`src/core/tisc_pkg.sv`:
```
package tisc_pkg;

   // ---------------------------------------------------------------
   // Widths
   // ---------------------------------------------------------------
   localparam int COORD_W = 16;
   localparam int RES_W   = 9;
   localparam int THR_W   = 7;
   localparam int TOT_W   = 13;

   // ---------------------------------------------------------------
   // Command bytes
   // ---------------------------------------------------------------
   localparam logic [7:0] CMD_RESET  = 8'h00;
   localparam logic [7:0] CMD_THRESH = 8'h49;
   localparam logic [7:0] CMD_SCALE  = 8'h72;
   localparam logic [7:0] CMD_R25    = 8'h55;
   localparam logic [7:0] CMD_R100   = 8'h64;
   localparam logic [7:0] CMD_R200   = 8'h63;
   localparam logic [7:0] CMD_R254   = 8'h66;
   localparam logic [7:0] CMD_R400   = 8'h67;
   localparam logic [7:0] CMD_R500   = 8'h68;
   localparam logic [7:0] CMD_R508   = 8'h69;

   // ---------------------------------------------------------------
   // Threshold operand encoding
   // ---------------------------------------------------------------
   localparam logic [7:0]       THR_OFFSET = 8'h20;
   localparam logic [7:0]       THR_MAX    = 8'h5a;
   localparam logic [THR_W-1:0] THR_RESET  = 7'h00;

   // ---------------------------------------------------------------
   // Resolutions in lines per inch
   // ---------------------------------------------------------------
   localparam logic [RES_W-1:0] RES_25    = 9'h019;
   localparam logic [RES_W-1:0] RES_100   = 9'h064;
   localparam logic [RES_W-1:0] RES_200   = 9'h0c8;
   localparam logic [RES_W-1:0] RES_254   = 9'h0fe;
   localparam logic [RES_W-1:0] RES_400   = 9'h190;
   localparam logic [RES_W-1:0] RES_500   = 9'h1f4;
   localparam logic [RES_W-1:0] RES_508   = 9'h1fc;
   localparam logic [RES_W-1:0] RES_MIN   = 9'h00a;
   localparam logic [RES_W-1:0] RES_RESET = RES_200;
   localparam logic [TOT_W-1:0] AXIS_INCH = 13'h000c;

   // Coordinate ceiling of the restricted configurations
   localparam logic [COORD_W-1:0] COORD_LIMIT = 16'h0fff;

   // ---------------------------------------------------------------
   // Types
   // ---------------------------------------------------------------
   typedef enum logic [2:0] {
      PS_CMD    = 3'b000,
      PS_THRESH = 3'b001,
      PS_XLO    = 3'b010,
      PS_XHI    = 3'b011,
      PS_YLO    = 3'b100,
      PS_YHI    = 3'b101
   } tisc_parse_t;

   typedef enum logic [1:0] {
      MODE_EDGE   = 2'b00,
      MODE_POLL   = 2'b01,
      MODE_STREAM = 2'b10,
      MODE_GATED  = 2'b11
   } tisc_mode_t;

   typedef struct packed {
      logic [COORD_W-1:0] x;
      logic [COORD_W-1:0] y;
   } tisc_point_t;

   typedef struct packed {
      tisc_point_t pos;
      logic        button;
   } tisc_report_t;

   // ---------------------------------------------------------------
   // Helpers
   // ---------------------------------------------------------------
   // Clamp a coordinate in the restricted configurations
   function automatic logic [COORD_W-1:0] limit_coord(input logic [COORD_W-1:0] v,
                                                      input logic               restr);
      return (restr && v > COORD_LIMIT) ? COORD_LIMIT : v;
   endfunction

   // Distance on one axis reaches the threshold
   function automatic logic reach(input logic [COORD_W-1:0] a,
                                  input logic [COORD_W-1:0] b,
                                  input logic [THR_W-1:0]   t);
      logic [COORD_W-1:0] d;
      d = (a > b) ? (a - b) : (b - a);
      return d >= {9'h000, t};
   endfunction

   // Axis total count to whole lines per inch; zero keeps the old value
   function automatic logic [RES_W-1:0] scale_res(input logic [TOT_W-1:0] total,
                                                  input logic [RES_W-1:0] old);
      logic [TOT_W-1:0] q;
      q = total / AXIS_INCH;
      if (total == 13'h0000) return old;
      if (q < {4'h0, RES_MIN}) return RES_MIN;
      if (q > {4'h0, RES_508}) return RES_508;
      return q[RES_W-1:0];
   endfunction

endpackage

```
`src/core/tisc_top.sv`:
```
`timescale 1ns/1ns

// Function
// - Byte after threshold command is threshold plus 32; legal zero to ninety.
// - Threshold zero, sent as space, turns the filter off; zero after reset.
// - Met when either axis reaches threshold from last report; that report recentres.
// - Edge mode: enable seeds centre; press/release report, coordinates refresh only when met.
// - Polled mode: each trigger reports; repeat last unless met, then fresh.
// - Streaming: report only when met, paced by the report rate.
// - Gated streaming: press and release report; flow at rate once met while held.
// - Reset and reset command set both axes to 200 lines per inch.
// - Restricted configurations clamp coordinates to 4095.
// - Preset bytes U d c f g h i pick 25..508 lpi on both axes.
// - Scale command 0x72 then X low, X high, Y low, Y high totals.
// - X and Y resolutions are independent, each 10 to 508 lpi.
// - Total divided by axis length is truncated to whole lpi.
// - Zero total for an axis leaves that axis unchanged.
module tisc_top (
   input  wire logic                  CLK,
   input  wire logic                  RESET_N,
   input  wire logic [7:0]            RX_DATA,
   input  wire logic                  RX_VALID,
   input  wire tisc_pkg::tisc_point_t POS,
   input  wire logic                  POS_VALID,
   input  wire logic                  BUTTON,
   input  wire tisc_pkg::tisc_mode_t  MODE,
   input  wire logic                  TRIGGER,
   input  wire logic                  RATE_TICK,
   input  wire logic                  RESTRICTED,
   output      tisc_pkg::tisc_report_t REPORT,
   output      logic                  REPORT_VALID,
   input  wire logic                  REPORT_READY,
   output      logic [6:0]            THRESHOLD,
   output      logic                  FILTER_ON,
   output      logic                  MET,
   output      logic [8:0]            RES_X,
   output      logic [8:0]            RES_Y
);
   import tisc_pkg::*;

   typedef struct packed {
      tisc_parse_t        parse;
      logic [THR_W-1:0]   thresh;
      logic [RES_W-1:0]   res_x;
      logic [RES_W-1:0]   res_y;
      logic [7:0]         x_lo;
      logic [TOT_W-1:0]   x_tot;
      logic [7:0]         y_lo;
      tisc_point_t        cur;
      tisc_point_t        center;
      tisc_point_t        last;
      logic               btn_prev;
      logic               trig_pend;
      logic               met;
   } tisc_state_t;

   tisc_state_t  s;
   tisc_state_t  next_s;
   logic         met;
   logic         edge_seen;
   logic         issue;
   logic         fresh;
   logic         in_ready;
   logic [7:0]   thr_arg;
   tisc_report_t push_data;

   // ---------------------------------------------------------------
   // Filter and scheduling decisions
   // ---------------------------------------------------------------
   // Square test around the last issued report; filter off always met
   assign met = (s.thresh == THR_RESET)
              || reach(s.cur.x, s.center.x, s.thresh)
              || reach(s.cur.y, s.center.y, s.thresh);
   assign edge_seen = (BUTTON != s.btn_prev);
   assign thr_arg   = RX_DATA - THR_OFFSET;

   // Per report mode: whether to issue and whether coordinates refresh
   always_comb begin
      issue = 1'b0;
      fresh = 1'b0;
      case (MODE)
         MODE_EDGE: begin
            issue = edge_seen;
            fresh = met;
         end
         MODE_POLL: begin
            issue = s.trig_pend;
            fresh = met;
         end
         MODE_STREAM: begin
            issue = RATE_TICK && met;
            fresh = 1'b1;
         end
         MODE_GATED: begin
            issue = edge_seen || (BUTTON && s.btn_prev && RATE_TICK && met);
            fresh = met;
         end
         default: begin
            issue = 1'b0;
            fresh = 1'b0;
         end
      endcase
   end

   // Report content: fresh coordinates or the last issued ones
   always_comb begin
      push_data.pos    = fresh ? s.cur : s.last;
      push_data.button = BUTTON;
   end

   // ---------------------------------------------------------------
   // Next state
   // ---------------------------------------------------------------
   always_comb begin
      next_s     = s;
      next_s.met = met;

      // Latest scanned position, clamped when restricted
      if (POS_VALID) begin
         next_s.cur.x = limit_coord(POS.x, RESTRICTED);
         next_s.cur.y = limit_coord(POS.y, RESTRICTED);
      end

      // Issue only when the buffer can take it; edges wait otherwise
      if (in_ready) begin
         next_s.btn_prev = BUTTON;
         if (issue) begin
            next_s.trig_pend = 1'b0;
            if (fresh) begin
               next_s.center = s.cur;
               next_s.last   = s.cur;
            end
         end
      end
      if (TRIGGER) begin
         next_s.trig_pend = 1'b1;                                // Set wins
      end

      // Command parser
      if (RX_VALID) begin
         case (s.parse)
            PS_CMD: begin
               case (RX_DATA)
                  CMD_RESET: begin
                     next_s.thresh = THR_RESET;
                     next_s.res_x  = RES_RESET;
                     next_s.res_y  = RES_RESET;
                  end
                  CMD_THRESH: next_s.parse = PS_THRESH;
                  CMD_SCALE:  next_s.parse = PS_XLO;
                  CMD_R25: begin
                     next_s.res_x = RES_25;
                     next_s.res_y = RES_25;
                  end
                  CMD_R100: begin
                     next_s.res_x = RES_100;
                     next_s.res_y = RES_100;
                  end
                  CMD_R200: begin
                     next_s.res_x = RES_200;
                     next_s.res_y = RES_200;
                  end
                  CMD_R254: begin
                     next_s.res_x = RES_254;
                     next_s.res_y = RES_254;
                  end
                  CMD_R400: begin
                     next_s.res_x = RES_400;
                     next_s.res_y = RES_400;
                  end
                  CMD_R500: begin
                     next_s.res_x = RES_500;
                     next_s.res_y = RES_500;
                  end
                  CMD_R508: begin
                     next_s.res_x = RES_508;
                     next_s.res_y = RES_508;
                  end
                  default: next_s.parse = PS_CMD;
               endcase
            end
            PS_THRESH: begin
               // Out of range operands are dropped
               if (RX_DATA >= THR_OFFSET && thr_arg <= THR_MAX) begin
                  next_s.thresh = thr_arg[THR_W-1:0];
                  if (s.thresh == THR_RESET) begin
                     next_s.center = s.cur;
                  end
               end
               next_s.parse = PS_CMD;
            end
            PS_XLO: begin
               next_s.x_lo  = RX_DATA;
               next_s.parse = PS_XHI;
            end
            PS_XHI: begin
               next_s.x_tot = {RX_DATA[4:0], s.x_lo};
               next_s.parse = PS_YLO;
            end
            PS_YLO: begin
               next_s.y_lo  = RX_DATA;
               next_s.parse = PS_YHI;
            end
            PS_YHI: begin
               next_s.res_x = scale_res(s.x_tot, s.res_x);
               next_s.res_y = scale_res({RX_DATA[4:0], s.y_lo}, s.res_y);
               next_s.parse = PS_CMD;
            end
            default: next_s.parse = PS_CMD;
         endcase
      end
   end

   // ---------------------------------------------------------------
   // State register
   // ---------------------------------------------------------------
   always_ff @(posedge CLK or negedge RESET_N) begin
      if (!RESET_N) begin
         s        <= '0;
         s.parse  <= PS_CMD;
         s.thresh <= THR_RESET;
         s.res_x  <= RES_RESET;
         s.res_y  <= RES_RESET;
         s.met    <= 1'b1;
      end else begin
         s <= next_s;
      end
   end

   // ---------------------------------------------------------------
   // Report buffer
   // ---------------------------------------------------------------
   tisc_buf #(
      .W ($bits(tisc_report_t))
   ) u_buf (
      .CLK       (CLK),
      .RESET_N   (RESET_N),
      .IN_VALID  (issue),
      .IN_READY  (in_ready),
      .IN_DATA   (push_data),
      .OUT_VALID (REPORT_VALID),
      .OUT_READY (REPORT_READY),
      .OUT_DATA  (REPORT)
   );

   // Status outputs
   assign THRESHOLD = s.thresh;
   assign FILTER_ON = (s.thresh != THR_RESET);
   assign MET       = s.met;
   assign RES_X     = s.res_x;
   assign RES_Y     = s.res_y;

endmodule

```
`src/core/tisc_buf.sv`:
```
`timescale 1ns/1ns

// Two-entry buffer between the report scheduler and the report sender
module tisc_buf #(
   parameter int W = 8
) (
   input  wire logic         CLK,
   input  wire logic         RESET_N,
   input  wire logic         IN_VALID,
   output      logic         IN_READY,
   input  wire logic [W-1:0] IN_DATA,
   output      logic         OUT_VALID,
   input  wire logic         OUT_READY,
   output      logic [W-1:0] OUT_DATA
);

   typedef struct packed {
      logic [1:0][W-1:0] mem;
      logic              wr;
      logic              rd;
      logic [1:0]        count;
   } tisc_buf_state_t;

   tisc_buf_state_t s;
   tisc_buf_state_t next_s;
   logic            push;
   logic            pop;

   // ---------------------------------------------------------------
   // Handshakes
   // ---------------------------------------------------------------
   assign IN_READY  = (s.count != 2'h2);
   assign OUT_VALID = (s.count != 2'h0);
   assign OUT_DATA  = s.mem[s.rd];
   assign push      = IN_VALID && IN_READY;
   assign pop       = OUT_VALID && OUT_READY;

   // Next-state of the ring
   always_comb begin
      next_s = s;
      if (push) begin
         next_s.mem[s.wr] = IN_DATA;
         next_s.wr        = ~s.wr;
      end
      if (pop) begin
         next_s.rd = ~s.rd;
      end
      if (push && !pop) begin
         next_s.count = s.count + 2'h1;
      end else if (pop && !push) begin
         next_s.count = s.count - 2'h1;
      end
   end

   // State register
   always_ff @(posedge CLK or negedge RESET_N) begin
      if (!RESET_N) begin
         s <= '0;
      end else begin
         s <= next_s;
      end
   end

endmodule

```
`config.mk`:
```
export PLATFORM = sky130hd
export DESIGN_NAME = tisc_top
export DESIGN_NICKNAME = d
export VERILOG_FILES = /design/src/core/tisc_pkg.sv /design/src/core/tisc_top.sv /design/src/core/tisc_buf.sv
export SDC_FILE = /design/constraint.sdc
export NUM_CORES = 1
export LEC_CHECK = 0
export CAP_MARGIN = 10
export CORE_MARGIN = 10
export CORE_UTILIZATION = 60
export CTS_CLUSTER_DIAMETER = 150
export CTS_CLUSTER_SIZE = 28
export DETAILED_ROUTE_END_ITERATION = 7
export DONT_BUFFER_PORTS = 1
export PLACE_DENSITY = 0.77
export SYNTH_ARGS = -nofsm -noshare
export SYNTH_HDL_FRONTEND = slang
export SYNTH_SLANG_ARGS = --single-unit
export TNS_END_PERCENT = 20
```
`constraint.sdc`:
```
create_clock -name CLK -period 12 [get_ports CLK]
set_clock_uncertainty 0.2 [all_clocks]
set_input_delay 1.8 -clock CLK [delete_from_list [all_inputs] [get_ports CLK]]
set_output_delay 1.8 -clock CLK [all_outputs]
set_load 0.02 [all_outputs]
```
==> run metrics <==
status finished clean; switch share 44.46%; Post-synth EDFFs 0; ratio of cells with drive above 1 in the final layout 15.53%; Clock Tree Buf Depth 3; WL met2 17580 microns; #FFs+latches synth 226; H-tree levels 1; clk_lat worst skew just under 0.5 ns; Row Count 59; All-Layer GR Usage 21.30%; Fin Setup TNS 0 ns; Die Height ~180 microns; RSZ-0062 raised after global routing no; TritonCTS clock tree done; Internal 2228 uW; Clk pwr share a little under an eighth; Congestion Overflow GR 0; CP Launch Type flip-flop; vias post-DR 11810; period utilisation layout 55.93%; endpoints failing hold 0; largest net degree at the start of global routing 227; final slew viol count 0; CTS Hold Buffers Added 0; critical setup path kind reg2reg; Hold Slack 0.3137 ns; die area 0.03327 sq mm; vias in the first global route 11740; clock tree root buffer cell clkbuf_16; reg2reg start s[67]; post-synthesis sequential area ratio a little over a third; HP Class reg2reg; antenna violation net count after detailed routing 0; WP data required 12.17 ns; hpwl dp ~27000 microns; Synth async-reset ratio 100.0%; M1 wire length 16150 microns; Starting Density 60.90%; Netlist cell types 96; signal arrival time at the worst endpoint 6.88 ns; max frequency approximately 150 MHz; Reg2Reg Setup Slack 5.29 ns; Crit-path slowest cell and3_1; Switch Pwr 1783 uW; highest routed layer met4; CTS clock-pin slew for the worst setup and hold paths roughly 0.11 ns; Nets 1639; Synth Net Count ~1700; CTS resizes 0; Lkg Pwr 0.006889 uW; met3 routed WL 2327 microns; Top Ports 112; initial drt markers 954; Critical Path, Cell by Cell inv_1 > ha_1 > inv_1 > fa_1 > a211oi_2 > o21ai_2 > o211a_4 > o21a_1 > a211oi_1 > a21oi_1 > xor2_1 > ha_1 > a21o_1 > a21oi_1 > o21ai_0 > a211oi_1 > o221ai_1 > nor4b_4 > and3_1 > and3_1 > buf_4 > mux2_1 > mux2_4; Tightest Pin Transition 1.203 ns; Max Cap Viol 0; Die Span X 182.4 microns; initial antenna violation count 0; Sequential Power Share between 30% and 40%; relative slew slack 19.78%; Post-Synthesis Cells 1605; synth-to-layout area growth 0.9252%; worst hold start u_buf.s[59]; Max FO, Critical Path 20; average size of a mapped cell slightly below 10 sq um; First-pass DRT Iterations 5; minimum clock period 6.712 ns; P per Cell Area 251.1 mW/mm^2; Routed Wire Length approximately 37000 microns; path depth of the worst reg2reg path 23; top_reg_cell synth dfrtp_1; Fill cells 2148; Worst Path Buf+Inv 3; RePlAce Congestion 0.9505; Crit path largest cell delay 0.65 ns; DR DRC count 0; Worst IR Drop VDD ~0.16 mV; vias per inst 6.405; CTS Buf Count 12; PortBufs 0; critical path's top delay family compound AO/OA/AOI/OAI gates; synth warn 0; mapped cell area 0.01583 sq mm; Critical R2R Capture u_buf.s[34]; Sink Count between 200 and 250; worst hold endpoint u_buf.s[59]; Comb pwr share slightly below 60%; CP Capture Type flip-flop; Setup-failing EPs final 0; Hold Path Depth 1; Setup Buffers After CTS 0; first-pass GRT wire length 60440 microns; Core ar. 0.02598 sq mm; Routed wire per std cell 20.01 microns
cell type report:
class | count | area, sq um | share of cell area (%)
multi-input cells | 1152 | 9076 | 56.83
clock inverters | 1 | 30.03 | 0.1880
flip-flops and latches | 226 | 5664 | 35.46
well taps | 335 | 419.2 | 2.624
diodes | 1 | 2.502 | 0.01567
clock buffers | 16 | 336.6 | 2.107
inverters | 106 | 397.9 | 2.491
repair buffers | 6 | 45.04 | 0.2820
worst reg2reg max path, cell delays in order (launching register included):
cell and delay, ns:
dfrtp_1 0.44, inv_1 0.10, ha_1 0.18, inv_1 0.06
fa_1 0.43, a211oi_2 0.26, o21ai_2 0.13, o211a_4 0.26
o21a_1 0.43, a211oi_1 0.32, a21oi_1 0.08, xor2_1 0.18
ha_1 0.30, a21o_1 0.18, a21oi_1 0.12, o21ai_0 0.10
a211oi_1 0.35, o221ai_1 0.25, nor4b_4 0.32, and3_1 0.18
and3_1 0.65, buf_4 0.44, mux2_1 0.40, mux2_4 0.26
sequential cells by signal, indices dropped and copies added (netlist names):
register,count
MET,1
RES_X,9
RES_Y,9
THRESHOLD,7
s,130
u_buf.s,70
kinds of logic (layout without fill, tap and decap cells):
logic type | Yosys count | in the layout | synth area share, %
compound gates | 423 | 423 | 18.16
xor+xnor | 35 | 35 | 1.937
buf+inv | 227 | 129 | 6.942
flops | 226 | 226 | 35.79
simple gates | 368 | 368 | 12.33
other cells | 0 | 1 | 0
fa+ha+maj | 84 | 84 | 6.831
mux | 242 | 242 | 18.00
stage by stage:
step	setup WS, ns	power, uW	utilization, %	cells	area [sq um]
after floorplan	6.496	3140	-	1605	15830
after global placement	5.515	3482	60.04	1825	15600
after detailed placement	5.360	3545	60.04	1825	15600
after CTS	5.319	4008	61.46	1842	15970
after global routing	4.879	4288	61.46	1842	15970
final	5.288	4011	61.46	1843	15970
cells in the mapped netlist (29+ instances only):
| master | n | share of area [%] |
|---|---|---|
| dfrtp_1 | 219 | 35 |
| mux2_2 | 115 | 8.2 |
| inv_1 | 106 | 2.5 |
| nand2_1 | 100 | 2.4 |
| o21ai_0 | 96 | 3.0 |
| a21oi_1 | 93 | 2.9 |
| ha_1 | 80 | 6.3 |
| nor2_1 | 79 | 1.9 |
| mux2_4 | 49 | 4.6 |
| mux2i_1 | 48 | 3.0 |
| clkbuf_1 | 45 | 1.1 |
| a211oi_1 | 32 | 1.5 |
| buf_4 | 32 | 1.5 |
| nand3_1 | 31 | 0.98 |
| mux2_1 | 30 | 2.1 |
| buf_2 | 29 | 0.92 |
| nor3_1 | 29 | 0.92 |
placed cells by master (no fill, tap or decap), types with 26 or more instances in the layout:
| cell type | n |
|---|---|
| mux2_2 | 115 |
| nand3_1 | 31 |
| o21ai_0 | 96 |
| dfrtp_1 | 219 |
| mux2_4 | 49 |
| inv_1 | 106 |
| nor3_1 | 29 |
| ha_1 | 80 |
| nand2_1 | 100 |
| a211oi_1 | 32 |
| mux2i_1 | 48 |
| o22a_1 | 26 |
| a21oi_1 | 93 |
| nor2_1 | 79 |
| mux2_1 | 30 |
how the worst max path moves through the flow:
stage,start,end,slack (ns),cells after the start
floorplan,s[67],u_buf.s[10],6.50,26
global placement,s[67],u_buf.s[30],5.52,23
detailed placement,s[67],u_buf.s[27],5.36,23
CTS,s[67],u_buf.s[60],5.32,23
global route,s[78],u_buf.s[54],4.88,20
finish,s[67],u_buf.s[34],5.29,23
metal layers:
| metal | vias up | track usage [%] |
|---|---|---|
| li1 | 5584 | - |
| met1 | 5805 | 27.80 |
| met2 | 366 | 35.76 |
| met3 | 50 | 3.798 |
| met4 | 0 | 5.402 |
| met5 | - | 0 |
power groups by stage:
stage          Sequential, uW  Clock [uW]  Combinational [uW]
2_1_floorplan            1130           0                2010
3_3_place_gp             1230           0                2250
3_5_place_dp             1250           0                2290
4_1_cts                  1240         465                2300
5_1_grt                  1270         484                2530
6_report                 1240         457                2320
Note: power is estimated with default switching activity, not from simulation.
